===== src/rtl/blp_cfg.svh =====
// timing constants and rule summary for the button and led panel
// Summary of operation
// key lock is on after reset; only the unlock sequence is accepted while locked
// reset press followed by learn press within 2 s releases the key lock
// successful unlock flashes the key-press led as confirmation
// 2 minutes after unlocking the lock re-engages and the key-press led goes off
// permission inputs select which button actions may execute
// reset alone held over 2 s while unlocked clears alarms
// reset alone held over 10 s while unlocked restarts instead
// learn held over 5 s while unlocked restarts learning mode
// reset and learn pressed together trigger factory default restore
// factory restore needs start-up complete and both held over 10 s
// unlocked: key-press led green while either button is touched
// until start-up completes the status led alternates red and yellow
// start-up completion steps status led flashing red, yellow, green
// after start-up: green ready, yellow pre-alarm, red main alarm
// status led flashes green while any value is still learning
// maintenance, firmware reset, update or restart alternate red and yellow
// alarm display suppression survives ordinary reset; factory restore re-enables it
// network link led blue while link up, flashing during traffic
// serial-network led blue while connected, flashing during data exchange
// operator should press buttons only after start-up completes
// hold measured from onset; one action of longest exceeded threshold per press
`ifndef BLP_CFG_SVH
`define BLP_CFG_SVH

`define BLP_CNT_W 36
`define BLP_CLK_HZ 64'h000000000EE6B280
`define BLP_MS_PER_S 64'h00000000000003E8
`define BLP_UNLOCK_WIN_S 64'h0000000000000002
`define BLP_RELOCK_S 64'h0000000000000078
`define BLP_CLEAR_HOLD_S 64'h0000000000000002
`define BLP_RESTART_HOLD_S 64'h000000000000000A
`define BLP_LEARN_HOLD_S 64'h0000000000000005
`define BLP_FACTORY_HOLD_S 64'h000000000000000A
`define BLP_BLINK_HALF_MS 64'h00000000000000FA
`define BLP_CONFIRM_MS 64'h00000000000003E8
`define BLP_SEQ_STEP_MS 64'h00000000000003E8
`define BLP_SEQ_LAST 2'h2

`endif


===== src/rtl/blp_pkg.sv =====
// types shared by the button and led panel
package blp_pkg;
   typedef logic [35:0] blp_cnt_t;
   typedef enum logic [2:0] {
      BLP_LOCKED = 3'h1,
      BLP_ARMED = 3'h2,
      BLP_OPEN = 3'h4
   } blp_lock_e;
   typedef enum logic [1:0] {
      BLP_IDLE = 2'h1,
      BLP_HOLD = 2'h2
   } blp_press_e;
   typedef enum logic [2:0] {
      BLP_BOOT = 3'h1,
      BLP_SEQ = 3'h2,
      BLP_RUN = 3'h4
   } blp_boot_e;
endpackage


===== src/rtl/blp_sync.sv =====
// two-flop synchroniser for the two button pins
module blp_sync (
   input wire logic core_clk,
   input wire logic rstn,
   input wire logic [1:0] pin_in,
   output logic [1:0] sync_out
);
   logic [1:0] meta_q;

   always_ff @(posedge core_clk or negedge rstn) begin
      if (!rstn) begin
         meta_q <= 2'h0;
         sync_out <= 2'h0;
      end else begin
         meta_q <= pin_in;
         sync_out <= meta_q;
      end
   end
endmodule


===== src/rtl/blp_panel.sv =====
// front-panel button decoder, key lock and led driver
`include "blp_cfg.svh"
module blp_panel #(
   parameter blp_pkg::blp_cnt_t UNLOCK_WIN_CYC = 36'(`BLP_UNLOCK_WIN_S * `BLP_CLK_HZ),
   parameter blp_pkg::blp_cnt_t RELOCK_CYC = 36'(`BLP_RELOCK_S * `BLP_CLK_HZ),
   parameter blp_pkg::blp_cnt_t CLEAR_CYC = 36'(`BLP_CLEAR_HOLD_S * `BLP_CLK_HZ),
   parameter blp_pkg::blp_cnt_t RESTART_CYC = 36'(`BLP_RESTART_HOLD_S * `BLP_CLK_HZ),
   parameter blp_pkg::blp_cnt_t LEARN_CYC = 36'(`BLP_LEARN_HOLD_S * `BLP_CLK_HZ),
   parameter blp_pkg::blp_cnt_t FACTORY_CYC = 36'(`BLP_FACTORY_HOLD_S * `BLP_CLK_HZ),
   parameter blp_pkg::blp_cnt_t BLINK_HALF_CYC =
      36'(`BLP_BLINK_HALF_MS * `BLP_CLK_HZ / `BLP_MS_PER_S),
   parameter blp_pkg::blp_cnt_t CONFIRM_CYC = 36'(`BLP_CONFIRM_MS * `BLP_CLK_HZ / `BLP_MS_PER_S),
   parameter blp_pkg::blp_cnt_t SEQ_STEP_CYC =
      36'(`BLP_SEQ_STEP_MS * `BLP_CLK_HZ / `BLP_MS_PER_S)
) (
   input wire logic core_clk,
   input wire logic rstn,
   input wire logic btn_reset_pin,
   input wire logic btn_learn_pin,
   input wire logic startup_done,
   input wire logic maint_mode,
   input wire logic fw_busy,
   input wire logic alarm_pre,
   input wire logic alarm_main,
   input wire logic learning_active,
   input wire logic link_up,
   input wire logic link_activity,
   input wire logic serial_up,
   input wire logic serial_activity,
   input wire logic perm_clear_alarm,
   input wire logic perm_restart,
   input wire logic perm_learn,
   input wire logic perm_factory,
   input wire logic cfg_hide_wr,
   input wire logic cfg_hide_val,
   output logic act_clear_alarm,
   output logic act_restart,
   output logic act_learn_restart,
   output logic act_factory,
   output logic status_red,
   output logic status_green,
   output logic network_link_led,
   output logic serial_led,
   output logic key_led,
   output logic key_unlocked,
   output logic alarm_hidden
);
   import blp_pkg::*;

   function automatic logic at_least(input blp_cnt_t cnt, input blp_cnt_t thr);
      at_least = (cnt >= thr);
   endfunction

   function automatic logic flash(input logic up, input logic busy, input logic ph);
      flash = up & ~(busy & ph);
   endfunction

   function automatic blp_cnt_t sat_inc(input blp_cnt_t cnt, input blp_cnt_t lim);
      sat_inc = (cnt >= lim) ? cnt : cnt + 36'h000000001;
   endfunction

   // button pins come from the panel, outside the clock domain
   logic [1:0] btn_s;
   blp_sync u_sync (
      .core_clk(core_clk),
      .rstn(rstn),
      .pin_in({btn_learn_pin, btn_reset_pin}),
      .sync_out(btn_s)
   );

   logic [1:0] btn_prev_q;
   wire rst_s = btn_s[0];
   wire lrn_s = btn_s[1];
   wire any_s = rst_s | lrn_s;
   wire rst_rise = rst_s & ~btn_prev_q[0];
   wire lrn_rise = lrn_s & ~btn_prev_q[1];
   wire any_rise = any_s & ~(btn_prev_q[0] | btn_prev_q[1]);

   // shared blink phase for every flashing led
   blp_cnt_t blink_cnt_q;
   logic blink_q;
   wire blink_wrap = (blink_cnt_q == BLINK_HALF_CYC - 36'h000000001);
   wire period_end = blink_wrap & blink_q;

   // key lock
   blp_lock_e lock_q, lock_d;
   blp_cnt_t win_cnt_q, relock_cnt_q, confirm_cnt_q;
   logic unlocked_q;
   wire is_open = (lock_q == BLP_OPEN);
   wire win_done = (win_cnt_q >= UNLOCK_WIN_CYC - 36'h000000001);
   wire relock_done = (relock_cnt_q == RELOCK_CYC - 36'h000000001);
   wire confirm_act = (confirm_cnt_q != 36'h000000000);

   always_comb begin
      lock_d = lock_q;
      case (lock_q)
         BLP_LOCKED: begin
            if (rst_rise && !lrn_s) begin
               lock_d = BLP_ARMED;
            end
         end
         BLP_ARMED: begin
            if (lrn_rise) begin
               lock_d = BLP_OPEN;
            end else if (win_done) begin
               lock_d = BLP_LOCKED;
            end
         end
         BLP_OPEN: begin
            if (relock_done) begin
               lock_d = BLP_LOCKED;
            end
         end
         default: lock_d = BLP_LOCKED;
      endcase
   end
   wire unlock_now = (lock_q != BLP_OPEN) && (lock_d == BLP_OPEN);

   // press measurement, only while unlocked
   blp_press_e press_q, press_d;
   blp_cnt_t hold_cnt_q;
   logic both_q, rst_seen_q, lrn_seen_q;
   wire released = (press_q == BLP_HOLD) && !any_s && is_open;
   wire both_any = both_q | (rst_s & lrn_s);

   always_comb begin
      press_d = press_q;
      case (press_q)
         BLP_IDLE: begin
            if (is_open && any_rise) begin
               press_d = BLP_HOLD;
            end
         end
         BLP_HOLD: begin
            if (!is_open || !any_s) begin
               press_d = BLP_IDLE;
            end
         end
         default: press_d = BLP_IDLE;
      endcase
   end

   // longest exceeded threshold wins, decided once at release
   wire hold_restart = at_least(hold_cnt_q, RESTART_CYC);
   wire solo_rst = !both_q && rst_seen_q && !lrn_seen_q;
   wire solo_lrn = !both_q && lrn_seen_q && !rst_seen_q;
   wire fire_factory = released && both_q && at_least(hold_cnt_q, FACTORY_CYC)
                       && startup_done && perm_factory;
   wire fire_restart = released && solo_rst && hold_restart && perm_restart;
   wire fire_clear = released && solo_rst && !hold_restart
                     && at_least(hold_cnt_q, CLEAR_CYC) && perm_clear_alarm;
   wire fire_learn = released && solo_lrn && at_least(hold_cnt_q, LEARN_CYC)
                     && perm_learn;

   // start-up display sequence
   blp_boot_e boot_q, boot_d;
   blp_cnt_t seq_cnt_q;
   logic [1:0] step_q;
   wire step_done = (seq_cnt_q == SEQ_STEP_CYC - 36'h000000001);

   always_comb begin
      boot_d = boot_q;
      case (boot_q)
         BLP_BOOT: begin
            if (startup_done) begin
               boot_d = BLP_SEQ;
            end
         end
         BLP_SEQ: begin
            if (step_done && step_q == `BLP_SEQ_LAST) begin
               boot_d = BLP_RUN;
            end
         end
         BLP_RUN: begin
            if (!startup_done) begin
               boot_d = BLP_BOOT;
            end
         end
         default: boot_d = BLP_BOOT;
      endcase
   end

   // status colour: red and green together make yellow
   logic red_d, green_d;
   logic hidden_q;
   wire alt_red_yel = maint_mode | fw_busy;
   always_comb begin
      red_d = 1'b1;
      green_d = blink_q;
      case (boot_q)
         BLP_BOOT: begin
            red_d = 1'b1;
            green_d = blink_q;
         end
         BLP_SEQ: begin
            red_d = blink_q & (step_q != `BLP_SEQ_LAST);
            green_d = blink_q & (step_q != 2'h0);
         end
         BLP_RUN: begin
            if (alt_red_yel) begin
               red_d = 1'b1;
               green_d = blink_q;
            end else if (learning_active) begin
               red_d = 1'b0;
               green_d = blink_q;
            end else if (hidden_q || !(alarm_main || alarm_pre)) begin
               red_d = 1'b0;
               green_d = 1'b1;
            end else begin
               red_d = 1'b1;
               green_d = !alarm_main;
            end
         end
         default: begin
            red_d = 1'b1;
            green_d = blink_q;
         end
      endcase
   end

   // traffic stretch so one-cycle activity still shows a flash
   logic link_busy_q, serial_busy_q;
   wire link_busy_d = link_activity | (link_busy_q & ~period_end);
   wire serial_busy_d = serial_activity | (serial_busy_q & ~period_end);

   // suppression only reset by power-on or factory restore; a write wins
   wire hidden_d = cfg_hide_wr ? cfg_hide_val : (hidden_q & ~fire_factory);

   wire key_led_d = is_open & (confirm_act ? blink_q : any_s);

   always_ff @(posedge core_clk or negedge rstn) begin
      if (!rstn) begin
         btn_prev_q <= 2'h0;
         blink_cnt_q <= 36'h000000000;
         blink_q <= 1'b0;
      end else begin
         btn_prev_q <= btn_s;
         blink_cnt_q <= blink_wrap ? 36'h000000000 : blink_cnt_q + 36'h000000001;
         blink_q <= blink_q ^ blink_wrap;
      end
   end

   always_ff @(posedge core_clk or negedge rstn) begin
      if (!rstn) begin
         lock_q <= BLP_LOCKED;
         unlocked_q <= 1'b0;
         win_cnt_q <= 36'h000000000;
         relock_cnt_q <= 36'h000000000;
         confirm_cnt_q <= 36'h000000000;
      end else begin
         lock_q <= lock_d;
         unlocked_q <= (lock_d == BLP_OPEN);
         win_cnt_q <= (lock_q == BLP_ARMED) ? win_cnt_q + 36'h000000001 : 36'h000000000;
         relock_cnt_q <= is_open ? relock_cnt_q + 36'h000000001 : 36'h000000000;
         if (unlock_now) begin
            confirm_cnt_q <= CONFIRM_CYC;
         end else if (confirm_act) begin
            confirm_cnt_q <= confirm_cnt_q - 36'h000000001;
         end
      end
   end

   always_ff @(posedge core_clk or negedge rstn) begin
      if (!rstn) begin
         press_q <= BLP_IDLE;
         hold_cnt_q <= 36'h000000000;
         both_q <= 1'b0;
         rst_seen_q <= 1'b0;
         lrn_seen_q <= 1'b0;
      end else begin
         press_q <= press_d;
         if (press_q == BLP_IDLE) begin
            hold_cnt_q <= 36'h000000000;
            both_q <= 1'b0;
            rst_seen_q <= 1'b0;
            lrn_seen_q <= 1'b0;
         end else begin
            // saturates so a very long hold still reads as the top threshold
            hold_cnt_q <= sat_inc(hold_cnt_q, RESTART_CYC | FACTORY_CYC);
            both_q <= both_any;
            rst_seen_q <= rst_seen_q | rst_s;
            lrn_seen_q <= lrn_seen_q | lrn_s;
         end
      end
   end

   always_ff @(posedge core_clk or negedge rstn) begin
      if (!rstn) begin
         boot_q <= BLP_BOOT;
         seq_cnt_q <= 36'h000000000;
         step_q <= 2'h0;
      end else begin
         boot_q <= boot_d;
         if (boot_q != BLP_SEQ || step_done) begin
            seq_cnt_q <= 36'h000000000;
         end else begin
            seq_cnt_q <= seq_cnt_q + 36'h000000001;
         end
         if (boot_q != BLP_SEQ) begin
            step_q <= 2'h0;
         end else if (step_done) begin
            step_q <= step_q + 2'h1;
         end
      end
   end

   always_ff @(posedge core_clk or negedge rstn) begin
      if (!rstn) begin
         act_clear_alarm <= 1'b0;
         act_restart <= 1'b0;
         act_learn_restart <= 1'b0;
         act_factory <= 1'b0;
         status_red <= 1'b0;
         status_green <= 1'b0;
         network_link_led <= 1'b0;
         serial_led <= 1'b0;
         key_led <= 1'b0;
         link_busy_q <= 1'b0;
         serial_busy_q <= 1'b0;
         hidden_q <= 1'b0;
      end else begin
         act_clear_alarm <= fire_clear;
         act_restart <= fire_restart;
         act_learn_restart <= fire_learn;
         act_factory <= fire_factory;
         status_red <= red_d;
         status_green <= green_d;
         link_busy_q <= link_busy_d;
         serial_busy_q <= serial_busy_d;
         network_link_led <= flash(link_up, link_busy_q, blink_q);
         serial_led <= flash(serial_up, serial_busy_q, blink_q);
         key_led <= key_led_d;
         hidden_q <= hidden_d;
      end
   end

   assign key_unlocked = unlocked_q;
   assign alarm_hidden = hidden_q;

   wire any_act = act_clear_alarm | act_restart | act_learn_restart | act_factory;
endmodule


===== config.mk =====
export PLATFORM = sky130hd
export DESIGN_NAME = blp_panel
export DESIGN_NICKNAME = d
export VERILOG_FILES = /design/src/rtl/blp_pkg.sv /design/src/rtl/blp_sync.sv /design/src/rtl/blp_panel.sv
export VERILOG_INCLUDE_DIRS = /design/src /design/src/rtl
export SDC_FILE = /design/constraint.sdc
export NUM_CORES = 1
export LEC_CHECK = 0
export BUFFER_PORTS_ARGS = -buffer_cell sky130_fd_sc_hd__buf_2
export CAP_MARGIN = 20
export CORE_AREA = 2 2 149 151
export CTS_CLUSTER_SIZE = 24
export DETAILED_ROUTE_END_ITERATION = 7
export DIE_AREA = 0 0 151 153
export GPL_TIMING_DRIVEN = 1
export HOLD_SLACK_MARGIN = 0.08
export PLACE_DENSITY = 0.79
export SLEW_MARGIN = 10
export SYNTH_ARGS = -nofsm -noshare
export SYNTH_HDL_FRONTEND = slang
export SYNTH_SLANG_ARGS = --single-unit

===== constraint.sdc =====
create_clock -name core_clk -period 7.1 [get_ports core_clk]
set_input_delay 1.775 -clock core_clk [delete_from_list [all_inputs] [get_ports core_clk]]
set_output_delay 1.775 -clock core_clk [all_outputs]
set_load 0.05 [all_outputs]

==> impl_metrics.json <==
{
  "outcome": "finished clean",
  "yosysWarningCount": 0,
  "num_cts_buffers": 27,
  "number_of_synthesized_flops_with_an_enable_pin": 0,
  "syn2layout_area_growth_pct": 9.62,
  "route.final.wire_length_um": 26800,
  "most-common-layout-cells": "sky130_fd_sc_hd__dfrtp_1, sky130_fd_sc_hd__nor2_1, sky130_fd_sc_hd__nand2_1",
  "core_area_um2": 21500,
  "starting_density_pct": 59.3,
  "holdCritStartpoint": "u_sync.meta_q[1]",
  "cell_class_contributing_the_biggest_share_of_worst_path_delay": "flip-flops",
  "seq_power_share_pct": 48.6,
  "post_cts.repair.setup_buffers": 0,
  "timing.hold.worst.class": "reg -> reg",
  "critPathKind": "reg -> out",
  "netlist-cell-type-count": 69,
  "die_height_um": 153,
  "layout.cells.most_common": "sky130_fd_sc_hd__dfrtp_1",
  "dr.pass1.iters": 5,
  "cts_num_sinks": 249,
  "synth_seq_area_share_pct": 48.9,
  "max_slew.worst_pin.slew_ps": 1100,
  "critPathBufInv": 1,
  "slew_headroom_pct": 26.5,
  "number_of_buffers_on_the_longest_clock_path": 3,
  "power.share.switching_pct": 26.4,
  "power.static_leakage_uw": 0.00558,
  "wl_per_cell_um": 16.1,
  "worst_hold_path.num_cells": 0,
  "report.final.slew_viol_count": 0,
  "critical-path-slowest-cell": "sky130_fd_sc_hd__dfrtp_1",
  "r2r-end": "hold_cnt_q[7]",
  "power_density_nw_per_um2": 235,
  "cellInternalPower_uw": 2410,
  "drtAntennaViolNets": 0,
  "number_of_global_route_vias_before_repair": 9727,
  "fmax_mhz": 329,
  "cp_max_fo": 1,
  "cp_slowest_stage_delay_ps": 430,
  "cap_violations": 0,
  "async_s_r_ff_share_synth_pct": 100,
  "tritoncts_clock_tree": "done",
  "p_comb_share_pct": 9.9,
  "critPathCaptureType": "output pin",
  "number_of_nets_produced_by_synthesis": 1383,
  "antenna_violations_before_repair": 1,
  "vias": 10159,
  "power.ir.vdd_worst_mv": 0.175,
  "numPortBuffers": 30,
  "worstPathCellList": "buf_2",
  "grt_pass1_wl_um": 46500,
  "grt_setup_unrepaired": "no",
  "cts.root.buffer_cell": "sky130_fd_sc_hd__clkbuf_16",
  "worst_ep_required_time_ps": 5330,
  "post_route_setup_tns_ps": 0,
  "design.die.area_um2": 23100,
  "chipWidth_um": 151,
  "io_pins": 31,
  "routabilityCongestion": 0.821,
  "global_route_usage_sum_pct": 23.8,
  "dpl_ws_ps": 3980,
  "critical_path.startpoint_type": "flip-flop",
  "clockPowerShare_pct": 41.5,
  "worst-r2r-cell-count": 6,
  "remaining_design_rule_violation_count": 0,
  "netlist_area_um2": 12700,
  "drt_iter0_drc": 679,
  "worst_hold_path.endpoint": "u_sync.sync_out[1]",
  "row_count": 54,
  "critical_path_arrival_ps": 1260,
  "post_cts_hold_buffer_count": 0,
  "synth_top_flop_cell": "sky130_fd_sc_hd__dfrtp_1",
  "post_route_cells_drive_above_1_share_pct": 7.89,
  "report.final.hold_viol_count": 0,
  "antenna_cells_inserted": 0,
  "synth_area_per_cell_um2": 9.42,
  "clkTransAtPathRegs_ps": 60,
  "synth.ff_latch_count": 249,
  "fin_ws_ps": 4060,
  "netSwitchingPower_uw": 867,
  "nFillCells": 1758,
  "detail_route.vias_per_cell": 6.11,
  "dpl.hpwl_um": 17000,
  "clock_insertion_delay_worst_skew_ps": 540,
  "global_route_total_overflow": 0,
  "finalSetupViolCount": 0,
  "worst_setup_skew_after_layout_ps": 15.0,
  "clock_tree.htree_level_count": 1,
  "nets": 1391,
  "fin_util_pct": 65.0,
  "worst_r2r_startpoint": "hold_cnt_q[21]",
  "post_cts_resized": 0,
  "largest_net_degree_at_the_start_of_global_routing": 194,
  "finalWorstPathRequiredPeriod_ps": 3040,
  "period_share_pct": 42.8,
  "synthCells": 1353,
  "ff2ff_setup_slack_ps": 4320
}
==> registers in the layout, summed over array words and instances, names as in the netlist, 2 cells and up <==
register         cells
relock_cnt_q        36
confirm_cnt_q       36
u_sync.sync_out      2
press_q              2
hold_cnt_q          36
lock_q               3
step_q               2
btn_prev_q           2
u_sync.meta_q        2
boot_q               3
blink_cnt_q         36
win_cnt_q           36
seq_cnt_q           36
==> layer usage <==
metal	vias up	wire length, um	track usage [%]
li1	4903	-	-
met1	4984	12200	34.6
met3	47	1110	2.96
met5	-	9	0
met4	2	545	5.79
met2	223	12900	38.4
==> layout make-up <==
type	instances	area [um2]	area share [%]
repair buffers	38	228	1.63
multi-input cells	1014	6180	44.2
flip-flops and latches	249	6230	44.6
inverters	31	116	0.833
clock inverters	7	63.8	0.457
well taps	280	350	2.51
clock buffers	43	796	5.70
==> worst max-delay path by stage <==
stage | start | to | slack (ps) | depth (start not counted)
3_5_place_dp | rstn | seq_cnt_q[31] | 3980 | 2
6_report | status_red | status_red | 4060 | 1
4_1_cts | status_green | status_green | 4050 | 1
5_1_grt | status_red | status_red | 4050 | 1
2_1_floorplan | blink_cnt_q[29] | serial_busy_q | 4630 | 7
3_3_place_gp | rstn | seq_cnt_q[26] | 3990 | 2
==> through the flow <==
stage | instances | area [um2] | power, uW | hold slack [ps]
2_1_floorplan | 1353 | 12700 | 1840 | 331
3_3_place_gp | 1610 | 13100 | 1930 | 334
3_5_place_dp | 1611 | 13100 | 1940 | 344
4_1_cts | 1661 | 14000 | 3310 | 358
5_1_grt | 1662 | 14000 | 3430 | 369
6_report | 1662 | 14000 | 3280 | 355
==> power by group through the flow <==
stage               Clock [uW]  Sequential, uW  Combinational (uW)
finish                    1360            1600                 326
detailed placement           0            1620                 326
global placement             0            1610                 315
floorplan                    0            1600                 232
global route              1450            1610                 373
CTS                       1390            1590                 329
==> synthesized netlist by cell type (3+ instances only) <==
cell | n | share of area, %
sky130_fd_sc_hd__dfrtp_1 | 246 | 48
sky130_fd_sc_hd__nor2_1 | 182 | 5.4
sky130_fd_sc_hd__nand2_1 | 88 | 2.6
sky130_fd_sc_hd__nand3_1 | 80 | 3.1
sky130_fd_sc_hd__xor2_1 | 73 | 5.0
sky130_fd_sc_hd__nand4_1 | 63 | 3.1
sky130_fd_sc_hd__a21oi_1 | 61 | 2.4
sky130_fd_sc_hd__xnor2_1 | 58 | 4.0
sky130_fd_sc_hd__clkbuf_1 | 45 | 1.3
sky130_fd_sc_hd__or3_1 | 45 | 2.2
sky130_fd_sc_hd__o21ai_0 | 44 | 1.7
sky130_fd_sc_hd__nor4_1 | 37 | 1.8
sky130_fd_sc_hd__nor3_1 | 35 | 1.4
sky130_fd_sc_hd__inv_1 | 31 | 0.91
sky130_fd_sc_hd__and3_1 | 30 | 1.5
sky130_fd_sc_hd__or4_1 | 25 | 1.5
sky130_fd_sc_hd__and4_1 | 21 | 1.4
sky130_fd_sc_hd__o31ai_1 | 21 | 1.2
sky130_fd_sc_hd__and2_1 | 14 | 0.69
sky130_fd_sc_hd__nor4b_1 | 13 | 0.89
sky130_fd_sc_hd__ha_1 | 10 | 0.98
sky130_fd_sc_hd__a211oi_1 | 9 | 0.53
sky130_fd_sc_hd__nand2b_1 | 9 | 0.44
sky130_fd_sc_hd__buf_2 | 8 | 0.31
sky130_fd_sc_hd__nor2b_1 | 7 | 0.34
sky130_fd_sc_hd__or2_2 | 7 | 0.34
sky130_fd_sc_hd__nand3b_1 | 6 | 0.35
sky130_fd_sc_hd__o211ai_1 | 6 | 0.35
sky130_fd_sc_hd__buf_1 | 5 | 0.15
sky130_fd_sc_hd__o311ai_0 | 5 | 0.34
sky130_fd_sc_hd__a21boi_0 | 4 | 0.24
sky130_fd_sc_hd__a21o_1 | 4 | 0.24
sky130_fd_sc_hd__nor3_2 | 4 | 0.31
sky130_fd_sc_hd__o21a_1 | 4 | 0.24
sky130_fd_sc_hd__o41ai_1 | 4 | 0.27
sky130_fd_sc_hd__a31oi_1 | 3 | 0.15
sky130_fd_sc_hd__dfstp_2 | 3 | 0.62
sky130_fd_sc_hd__mux2i_1 | 3 | 0.24
sky130_fd_sc_hd__nand4b_1 | 3 | 0.21
==> kinds of logic (layout without fill, tap and decap cells) <==
group	Yosys count	in the layout	share of synthesized area (%)
AOI/OAI and AO/OA	182	182	8.95
adders and majority gates	10	10	0.982
DFF	249	249	48.9
xor gates and xnor gates	131	131	9.01
muxes	3	3	0.236
buffers and inverters	90	119	2.79
and+or+nand+nor	688	688	29.1
Power figures use the tool's default switching activity.
